<file path="src/aomc_pkg.sv">
package aomc_pkg;

   // Register byte offsets.
   localparam logic [3:0] OFS_CTRL   = 4'h0;
   localparam logic [3:0] OFS_STATUS = 4'h4;
   localparam logic [3:0] OFS_DATA   = 4'h8;
   localparam logic [3:0] OFS_LEVEL  = 4'hc;

   // Control register fields and reset value.
   localparam int         CTRL_SOFT_STANDBY = 0;
   localparam int         CTRL_CAPTURE_EN   = 1;
   localparam logic [1:0] CTRL_RESET        = 2'h0;

   // Status register fields.
   localparam int STAT_STANDBY    = 0;
   localparam int STAT_TWOS       = 1;
   localparam int STAT_STABILIZER = 2;
   localparam int STAT_REF_LO     = 3;
   localparam int STAT_SETTLED    = 5;
   localparam int STAT_OVERFLOW   = 6;

   // Capture data register: word in the low bits, valid flag above it.
   localparam int DATA_VALID = 16;

   // Quantised levels of the four-level mode input.
   localparam logic [1:0] MODE_GROUND     = 2'h0;
   localparam logic [1:0] MODE_ONE_THIRD  = 2'h1;
   localparam logic [1:0] MODE_TWO_THIRDS = 2'h2;
   localparam logic [1:0] MODE_SUPPLY     = 2'h3;

   // Reference states, indexed by the sense comparator result.
   localparam logic [1:0] REF_FIXED_1V0 = 2'h0;
   localparam logic [1:0] REF_PROGRAM   = 2'h1;
   localparam logic [1:0] REF_FIXED_0V5 = 2'h2;
   localparam logic [1:0] REF_EXTERNAL  = 2'h3;

   // Pipeline latency and output width.
   localparam int LATENCY_CYCLES = 7;
   localparam int SAMPLE_BITS    = 12;

   // Wake-up time after standby at the 100 MHz clock.
   localparam int CLK_KHZ      = 100000;
   localparam int WAKE_TIME_MS = 7;
   localparam int WAKE_CYCLES  = WAKE_TIME_MS * CLK_KHZ;

   // AXI response codes.
   localparam logic [1:0] RESP_OKAY   = 2'h0;
   localparam logic [1:0] RESP_DECERR = 2'h3;

   typedef enum logic [1:0] {ST_RUN, ST_STANDBY, ST_WAKE} aomc_state_t;

endpackage

</file>
<file path="src/aomc_adc_output.sv">
// Summary of operation
// - Each sample appears on the latched outputs exactly seven clocks after it was taken.
// - The output word changes right after each rising clock edge.
// - The output word is twelve bits with a separate enable for each bit driver.
// - A high standby input shuts down the reference, its buffer and the bias networks.
// - In standby every data output driver is released to high impedance.
// - When standby returns low, conversion resumes and the outputs are driven again.
// - Output words are coded as offset binary or twos complement by the mode input.
// - Mode supply, 2/3, 1/3 and ground select twos/off, twos/on, binary/on, binary/off.
// - The sense level selects external, fixed 0.5 V, programmable or fixed 1.0 V reference.
// - Each input sample is taken on the rising clock edge.
//
// The AXI4-Lite slave port and the address map were left to the implementer.
`timescale 1ns/1ps

module aomc_fifo
#(
   parameter int WIDTH = 12,
   parameter int DEPTH = 16
)
(
   input  wire logic             clk,
   input  wire logic             rst_n,
   input  wire logic [WIDTH-1:0] in_data,
   input  wire logic             in_valid,
   output logic                  in_ready,
   output logic [WIDTH-1:0]      out_data,
   output logic                  out_valid,
   input  wire logic             out_ready,
   output logic [$clog2(DEPTH):0] level
);
   localparam int AW = $clog2(DEPTH);

   generate
      if (DEPTH < 2 || (1 << AW) != DEPTH)
      begin : g_bad_depth
         $error("FIFO depth must be a power of two of at least 2.");
      end
   endgenerate

   logic [WIDTH-1:0] mem [DEPTH];
   logic [AW:0]      wr_ptr;
   logic [AW:0]      rd_ptr;
   logic [AW:0]      next_wr_ptr;
   logic [AW:0]      next_rd_ptr;
   logic             push;
   logic             pop;

   always_comb
   begin
      level       = wr_ptr - rd_ptr;
      in_ready    = (level != (AW+1)'(DEPTH));
      out_valid   = (level != '0);
      out_data    = mem[rd_ptr[AW-1:0]];
      push        = in_valid && in_ready;
      pop         = out_valid && out_ready;
      next_wr_ptr = push ? wr_ptr + 1'b1 : wr_ptr;
      next_rd_ptr = pop ? rd_ptr + 1'b1 : rd_ptr;
   end

   always_ff @(posedge clk or negedge rst_n)
   begin
      if (!rst_n)
      begin
         wr_ptr <= '0;
         rd_ptr <= '0;
      end
      else
      begin
         wr_ptr <= next_wr_ptr;
         rd_ptr <= next_rd_ptr;
      end
   end

   always_ff @(posedge clk)
   begin
      if (push)
      begin
         mem[wr_ptr[AW-1:0]] <= in_data;
      end
   end
endmodule

module aomc_adc_output
   import aomc_pkg::*;
#(
   parameter int LATENCY    = LATENCY_CYCLES,
   parameter int BITS       = SAMPLE_BITS,
   parameter int WAKE_COUNT = WAKE_CYCLES,
   parameter int FIFO_DEPTH = 16
)
(
   input  wire logic            clk,
   input  wire logic            rst_n,
   input  wire logic [BITS-1:0] sample_in,
   input  wire logic            standby_control_input,
   input  wire logic [1:0]      mode_level,
   input  wire logic [1:0]      sense_level,
   output logic [BITS-1:0]      data_out,
   output logic [BITS-1:0]      data_out_oe,
   output logic                 data_settled,
   output logic                 duty_cycle_stabilizer,
   output logic                 reference_enable,
   output logic [1:0]           reference_state,
   input  wire logic [3:0]      s_axi_awaddr,
   input  wire logic            s_axi_awvalid,
   output logic                 s_axi_awready,
   input  wire logic [31:0]     s_axi_wdata,
   input  wire logic [3:0]      s_axi_wstrb,
   input  wire logic            s_axi_wvalid,
   output logic                 s_axi_wready,
   output logic [1:0]           s_axi_bresp,
   output logic                 s_axi_bvalid,
   input  wire logic            s_axi_bready,
   input  wire logic [3:0]      s_axi_araddr,
   input  wire logic            s_axi_arvalid,
   output logic                 s_axi_arready,
   output logic [31:0]          s_axi_rdata,
   output logic [1:0]           s_axi_rresp,
   output logic                 s_axi_rvalid,
   input  wire logic            s_axi_rready
);
   localparam int LW = $clog2(FIFO_DEPTH) + 1;

   generate
      if (LATENCY < 1 || BITS < 2 || BITS > DATA_VALID || WAKE_COUNT < 1)
      begin : g_bad_param
         $error("Latency, width or wake count out of range.");
      end
   endgenerate

   // Returns {twos complement, stabilizer on} for a mode level.
   function automatic logic [1:0] decode_mode(input logic [1:0] lvl);
      logic [1:0] r;
      r = 2'h0;
      if (lvl == MODE_SUPPLY)
         r = 2'h2;
      else if (lvl == MODE_TWO_THIRDS)
         r = 2'h3;
      else if (lvl == MODE_ONE_THIRD)
         r = 2'h1;
      return r;
   endfunction

   logic [1:0]      ctrl;
   logic [1:0]      next_ctrl;
   logic            overflow;
   logic            next_overflow;
   logic [BITS-1:0] stage [LATENCY];
   logic [BITS-1:0] next_stage [LATENCY];
   logic [BITS-1:0] next_data_out;
   logic [BITS-1:0] next_data_out_oe;
   logic            next_stab;
   logic [1:0]      next_ref_state;
   logic [1:0]      mode_bits;
   logic            standby;

   aomc_state_t     state;
   aomc_state_t     next_state;
   logic [31:0]     wake_cnt;
   logic [31:0]     next_wake_cnt;
   logic            next_settled;
   logic            next_ref_enable;

   logic            cap_valid;
   logic            cap_ready;
   logic [BITS-1:0] fifo_data;
   logic            fifo_valid;
   logic            fifo_pop;
   logic [LW-1:0]   fifo_level;

   // Every stage of the sample pipeline and the output latch.
   always_comb
   begin
      standby       = standby_control_input || ctrl[CTRL_SOFT_STANDBY];
      mode_bits     = decode_mode(mode_level);
      next_stage[0] = sample_in;
      for (int i = 1; i < LATENCY; i++)
      begin
         next_stage[i] = stage[i-1];
      end
      next_data_out = stage[LATENCY-1];
      if (mode_bits[1])
      begin
         next_data_out[BITS-1] = ~stage[LATENCY-1][BITS-1];
      end
      next_data_out_oe = standby ? '0 : '1;
      next_stab        = mode_bits[0];
      next_ref_state   = sense_level;
   end

   always_ff @(posedge clk or negedge rst_n)
   begin
      if (!rst_n)
      begin
         for (int i = 0; i < LATENCY; i++)
         begin
            stage[i] <= '0;
         end
         data_out              <= '0;
         data_out_oe           <= '0;
         duty_cycle_stabilizer <= 1'b0;
         reference_state       <= REF_FIXED_1V0;
      end
      else
      begin
         stage                 <= next_stage;
         data_out              <= next_data_out;
         data_out_oe           <= next_data_out_oe;
         duty_cycle_stabilizer <= next_stab;
         reference_state       <= next_ref_state;
      end
   end

   // Standby and wake-up sequencing.
   always_comb
   begin
      next_state      = state;
      next_wake_cnt   = wake_cnt;
      case (state)
         ST_RUN:
         begin
            if (standby)
               next_state = ST_STANDBY;
         end
         ST_STANDBY:
         begin
            if (!standby)
            begin
               next_state    = ST_WAKE;
               next_wake_cnt = 32'(WAKE_COUNT - 1);
            end
         end
         ST_WAKE:
         begin
            if (standby)
               next_state = ST_STANDBY;
            else if (wake_cnt == '0)
               next_state = ST_RUN;
            else
               next_wake_cnt = wake_cnt - 1'b1;
         end
         default:
            next_state = ST_RUN;
      endcase
      next_settled    = (next_state == ST_RUN);
      next_ref_enable = (next_state != ST_STANDBY);
   end

   always_ff @(posedge clk or negedge rst_n)
   begin
      if (!rst_n)
      begin
         state            <= ST_RUN;
         wake_cnt         <= '0;
         data_settled     <= 1'b1;
         reference_enable <= 1'b1;
      end
      else
      begin
         state            <= next_state;
         wake_cnt         <= next_wake_cnt;
         data_settled     <= next_settled;
         reference_enable <= next_ref_enable;
      end
   end

   // Capture buffer filled from the output latch, drained by software.
   assign cap_valid = ctrl[CTRL_CAPTURE_EN] && data_settled && !standby;

   aomc_fifo #(.WIDTH(BITS), .DEPTH(FIFO_DEPTH)) u_fifo
   (
      .clk       (clk),
      .rst_n     (rst_n),
      .in_data   (data_out),
      .in_valid  (cap_valid),
      .in_ready  (cap_ready),
      .out_data  (fifo_data),
      .out_valid (fifo_valid),
      .out_ready (fifo_pop),
      .level     (fifo_level)
   );

   // Register bus slave.
   logic        aw_held;
   logic        w_held;
   logic [3:0]  aw_addr;
   logic [31:0] w_data;
   logic [3:0]  w_strb;
   logic        next_aw_held;
   logic        next_w_held;
   logic [3:0]  next_aw_addr;
   logic [31:0] next_w_data;
   logic [3:0]  next_w_strb;
   logic        next_awready;
   logic        next_wready;
   logic        next_bvalid;
   logic [1:0]  next_bresp;
   logic        next_arready;
   logic        next_rvalid;
   logic [31:0] next_rdata;
   logic [1:0]  next_rresp;
   logic        do_write;
   logic        ar_take;

   always_comb
   begin
      next_aw_held  = aw_held;
      next_w_held   = w_held;
      next_aw_addr  = aw_addr;
      next_w_data   = w_data;
      next_w_strb   = w_strb;
      next_bvalid   = s_axi_bvalid && !s_axi_bready;
      next_bresp    = s_axi_bresp;
      next_ctrl     = ctrl;
      next_overflow = overflow;
      if (s_axi_awvalid && s_axi_awready)
      begin
         next_aw_held = 1'b1;
         next_aw_addr = s_axi_awaddr;
      end
      if (s_axi_wvalid && s_axi_wready)
      begin
         next_w_held = 1'b1;
         next_w_data = s_axi_wdata;
         next_w_strb = s_axi_wstrb;
      end
      do_write = next_aw_held && next_w_held && !next_bvalid;
      if (do_write)
      begin
         next_aw_held = 1'b0;
         next_w_held  = 1'b0;
         next_bvalid  = 1'b1;
         next_bresp   = RESP_OKAY;
         if (next_aw_addr == OFS_CTRL)
         begin
            if (next_w_strb[0])
               next_ctrl = next_w_data[1:0];
         end
         else if (next_aw_addr == OFS_STATUS)
         begin
            if (next_w_strb[0] && next_w_data[STAT_OVERFLOW])
               next_overflow = 1'b0;
         end
         else if (next_aw_addr != OFS_DATA && next_aw_addr != OFS_LEVEL)
            next_bresp = RESP_DECERR;
      end
      if (cap_valid && !cap_ready)
         next_overflow = 1'b1;
      next_awready = !next_aw_held && !next_bvalid;
      next_wready  = !next_w_held && !next_bvalid;

      ar_take      = s_axi_arvalid && s_axi_arready;
      next_rvalid  = s_axi_rvalid && !s_axi_rready;
      next_rdata   = s_axi_rdata;
      next_rresp   = s_axi_rresp;
      fifo_pop     = 1'b0;
      if (ar_take)
      begin
         next_rvalid = 1'b1;
         next_rdata  = '0;
         next_rresp  = RESP_OKAY;
         if (s_axi_araddr == OFS_CTRL)
            next_rdata[1:0] = ctrl;
         else if (s_axi_araddr == OFS_STATUS)
         begin
            next_rdata[STAT_STANDBY]                = (state == ST_STANDBY);
            next_rdata[STAT_TWOS]                   = mode_bits[1];
            next_rdata[STAT_STABILIZER]             = duty_cycle_stabilizer;
            next_rdata[STAT_REF_LO+1:STAT_REF_LO]   = reference_state;
            next_rdata[STAT_SETTLED]                = data_settled;
            next_rdata[STAT_OVERFLOW]               = overflow;
         end
         else if (s_axi_araddr == OFS_DATA)
         begin
            next_rdata[BITS-1:0]  = fifo_data;
            next_rdata[DATA_VALID] = fifo_valid;
            fifo_pop              = 1'b1;
         end
         else if (s_axi_araddr == OFS_LEVEL)
            next_rdata[LW-1:0] = fifo_level;
         else
            next_rresp = RESP_DECERR;
      end
      next_arready = !next_rvalid;
   end

   always_ff @(posedge clk or negedge rst_n)
   begin
      if (!rst_n)
      begin
         aw_held       <= 1'b0;
         w_held        <= 1'b0;
         aw_addr       <= '0;
         w_data        <= '0;
         w_strb        <= '0;
         ctrl          <= CTRL_RESET;
         overflow      <= 1'b0;
         s_axi_awready <= 1'b0;
         s_axi_wready  <= 1'b0;
         s_axi_bvalid  <= 1'b0;
         s_axi_bresp   <= RESP_OKAY;
         s_axi_arready <= 1'b0;
         s_axi_rvalid  <= 1'b0;
         s_axi_rdata   <= '0;
         s_axi_rresp   <= RESP_OKAY;
      end
      else
      begin
         aw_held       <= next_aw_held;
         w_held        <= next_w_held;
         aw_addr       <= next_aw_addr;
         w_data        <= next_w_data;
         w_strb        <= next_w_strb;
         ctrl          <= next_ctrl;
         overflow      <= next_overflow;
         s_axi_awready <= next_awready;
         s_axi_wready  <= next_wready;
         s_axi_bvalid  <= next_bvalid;
         s_axi_bresp   <= next_bresp;
         s_axi_arready <= next_arready;
         s_axi_rvalid  <= next_rvalid;
         s_axi_rdata   <= next_rdata;
         s_axi_rresp   <= next_rresp;
      end
   end
endmodule

</file>
<file path="config.mk">
export PLATFORM = sky130hd
export DESIGN_NAME = aomc_adc_output
export DESIGN_NICKNAME = d
export VERILOG_FILES = /design/src/aomc_pkg.sv /design/src/aomc_adc_output.sv
export SDC_FILE = /design/constraint.sdc
export NUM_CORES = 1
export LEC_CHECK = 0
export BUFFER_PORTS_ARGS = -buffer_cell sky130_fd_sc_hd__buf_4
export CAP_MARGIN = 15
export CORE_MARGIN = 5
export CORE_UTILIZATION = 63
export DETAILED_ROUTE_END_ITERATION = 16
export PLACE_DENSITY = 0.87
export SYNTH_ARGS = -nofsm -noshare
export SYNTH_HDL_FRONTEND = slang
export SYNTH_SLANG_ARGS = --single-unit
</file>
<file path="constraint.sdc">
create_clock -name clk -period 11.9 [get_ports clk]
set_input_delay 2.38 -clock clk [delete_from_list [all_inputs] [get_ports clk]]
set_output_delay 2.38 -clock clk [all_outputs]
set_load 0.005 [all_outputs]
</file>
==> results.md <==
- Slew Viols, Final: 0
- CTS tree: built
- Routability cong.: 0.835
- Final WL: roughly 31,000 um
- Register share of total power: 0.481
- Clock root cell: clkbuf_16
- Setup TNS: 0 ps
- PwrDens: about 200 nW/um^2
- CP endpoint kind: flip-flop
- Internal power: around 2.3 mW
- Die area: 25,500 um^2
- Data required, critical path: between 10,000 and 15,000 ps
- Skew final: between 15 and 20 ps
- Htree depth: 2
- Setup fix buffers added after clock tree synthesis: 0
- Drt pass-1 iters: 5
- Worst path max stage delay: between 800 and 900 ps
- Crit share post-route: 0.374
- Status: completed
- Peak Freq: ~0.22 GHz
- WL/cell: ~25 um
- First-pass GRT wire length: between 40,000 and 50,000 um
- Worst relative slew slack: 0.327
- Leak: 6.28 nW
- DR vias/cell: about 6.4
- Tot GR Track Use: 0.250
- Clock-pin slew on the worst setup and hold paths: around 60 ps
- Synthesized flop and latch total: roughly 370
- GRT overflow: 0
- Final Hold Slack: approximately 340 ps
- Vias in the first global route: roughly 8.2k
- CTS resizes: 0
- Area share of the largest cell type after synthesis: 0.408
- Sw Share: 0.260
- I/O Buffers: 86
- IO Count: 138
- Final min period: 4450 ps
- Cells after Synth: ~840
- Non-filler cells, final: ~1.2k
- # diodes: 0
- Count of final hold-check violations: 0
- Post-Syn Area: between 10,000 and 15,000 um^2
- CORE AREA: roughly 22,000 um^2
- CTS buffer count: 37
- Via Count: between 7k and 8k
- Crit-path cells: buf_4 > nor4bb_1 > and3_1 > o21ai_0 > mux2_2
- Largest cells by area after synthesis: edfxtp_1 41%, dfrtp_1 31%, mux4_2 8.6%
- Clock Tree Buf Depth: 3
- Syn avg cell area: roughly 17 um^2
- Crit path launch type: primary input
- Switching power: just over 0.8 mW
- Post-synthesis sequential area ratio: 0.725
- Synth area leader: edfxtp_1
- Async set or reset register ratio after synthesis: 0.482
- DIE HEIGHT: between 150 and 200 um
- Setup CP Type: primary input to flip-flop
- Synth warnings: 0
- Post-synth EDFFs: between 150 and 200
- Share of cells above drive strength 1: 0.234
- Final #Nets: between 1k and 1.5k
- Total power draw: ~3.2 mW
- DR DRC count: 0
- Largest net degree at the start of global routing: around 110
- Initial antenna violation count: 0
- Post-synth top flop: edfxtp_1
- Max-Cap Viols: 0
- Hold_buf cts: 0
- Unique cell type count in the Yosys netlist: 56
- Crit path arrival time: slightly below 5000 ps
- Die Width: ~160 um
- Worst path slowest cell: nor4bb_1
- Initial Util: 0.644
- Post-placement cell count: 1,169
- DPL Wire Length: 17,200 um
- Finish-stage setup viols: 0
- Clock Sinks: about 370
- Worst Hold Class: flip-flop to flip-flop
- Antenna Nets Post-Route: 0
- Synth cell count leaders: 192 x edfxtp_1, 177 x dfrtp_1, 54 x mux4_2, 35 x nand2_1, 32 x buf_4
- Critical Path Fanout Max: 11
- Worst skew pair latency: roughly 520 ps
- Most frequent cell after synthesis: edfxtp_1
- Initial detailed-routing violation count: 902
- Worst path top cell family by delay: simple AND/OR/NAND/NOR gates
- RSZ-0062 raised after global routing: no
- Worst-Margin Slew: just over 1000 ps
- CP bufs+invs: 1
- Area delta synth->final: 13.5%
- Clk pwr share: 0.348
- Comb pwr share: 0.171
- Row count: 54
- VDD IR max: about 0.14 mV
## logic make-up (layout without fill, tap and decap cells)
group	Yosys count	count (layout)	share of synthesized area
adder cells (fa/ha/maj)	14	14	0.0129
flip-flops	371	371	0.725
buffers and inverters	81	180	0.0302
XOR/XNOR	18	18	0.0112
AO/OA/AOI/OAI	79	79	0.0373
other	1	19	0.000265
AND/OR/NAND/NOR	185	185	0.0710
multiplexers	90	90	0.112
## worst register-to-register path, stage by stage, from the launching register on
cell	delay [ps]
dfrtp_2	340
buf_4	570
inv_1	360
ha_1	360
nand2_1	50
o21ai_0	320
mux2i_1	600
o21ba_2	370
and3_1	880
## metrics by stage
stage | utilization | setup WS, ps | cell area (um^2)
after floorplan | - | 7640 | 14200
after global placement | 0.679 | 7250 | 14900
after detailed placement | 0.679 | 7100 | 14900
after CTS | 0.731 | 7510 | 16100
after global routing | 0.731 | 7320 | 16100
final | 0.731 | 7450 | 16100
## sequential cells by signal, summed over array words and instances, names as in the netlist, 2 cells and up
name,count
next_stage,72
w_data,3
wake_cnt,32
reference_state,2
u_fifo.mem,192
u_fifo.rd_ptr,5
data_out,12
state,2
u_fifo.wr_ptr,5
s_axi_rdata,13
aw_addr,4
ctrl,2
next_data_out,11
## metal layers
layer,track usage,part of all wire,vias up
met1,0.325,0.36,4087
met3,0.0487,0.080,97
met4,0.0931,0.041,0
li1,-,-,3323
met2,0.427,0.52,452
met5,0,0,-
## final cells by class
class,instances,area [um^2]
Tap cell,280,350
Fill cell,1241,5910
Multi-Input combinational cell,405,3540
Sequential cell,371,10200
Clock inverter,7,72.6
Clock buffer,60,1060
Inverter,21,78.8
Timing Repair Buffer,92,697
## path summary, 6_finish.rpt
path | depth (start not counted) | slack (ps) | endpoint | start
setup reg to reg | 8 | 7680 | u_fifo.mem[14][5] | u_fifo.rd_ptr[1]
max in group asynchronous | 2 | 8370 | u_fifo.rd_ptr[0] | rst_n
setup / recovery | 5 | 7450 | u_fifo.rd_ptr[1] | s_axi_araddr[1]
hold reg to reg | 0 | 340 | next_stage[6] | next_stage[18]
hold / removal | 0 | 340 | next_stage[6] | next_stage[18]
min in group asynchronous | 1 | 1970 | next_stage[70] | rst_n
## layout by cell type (no fill, tap or decap), types with 3 or more instances in the layout
| cell | n |
|---|---|
| a211oi_1 | 7 |
| a21oi_1 | 17 |
| a22o_1 | 5 |
| a31oi_1 | 8 |
| and2_1 | 4 |
| and3_1 | 18 |
| buf_4 | 91 |
| clkbuf_1 | 19 |
| clkbuf_16 | 38 |
| clkbuf_8 | 4 |
| clkinv_2 | 3 |
| conb_1 | 19 |
| dfrtp_1 | 175 |
| edfxtp_1 | 192 |
| ha_1 | 13 |
| inv_1 | 21 |
| mux2_2 | 11 |
| mux2i_1 | 25 |
| mux4_2 | 54 |
| nand2_1 | 35 |
| nand3_1 | 20 |
| nand3b_1 | 4 |
| nand4_1 | 4 |
| nor2_1 | 30 |
| nor2b_1 | 7 |
| nor3_1 | 13 |
| nor4_1 | 11 |
| o211ai_1 | 6 |
| o21ai_0 | 16 |
| o31ai_1 | 9 |
| or2_2 | 8 |
| or3_1 | 7 |
| or4_1 | 11 |
| xnor2_1 | 13 |
| xor2_1 | 5 |
## power by group through the flow
stage / Sequential (mW) / Combinational [mW] / Clock, mW
2_1_floorplan: 1.49 / 0.403 / 0
4_1_cts: 1.52 / 0.540 / 1.11
3_3_place_gp: 1.53 / 0.507 / 0
6_report: 1.52 / 0.539 / 1.10
3_5_place_dp: 1.54 / 0.525 / 0
5_1_grt: 1.53 / 0.583 / 1.18
(Power assumes the default switching activity.)
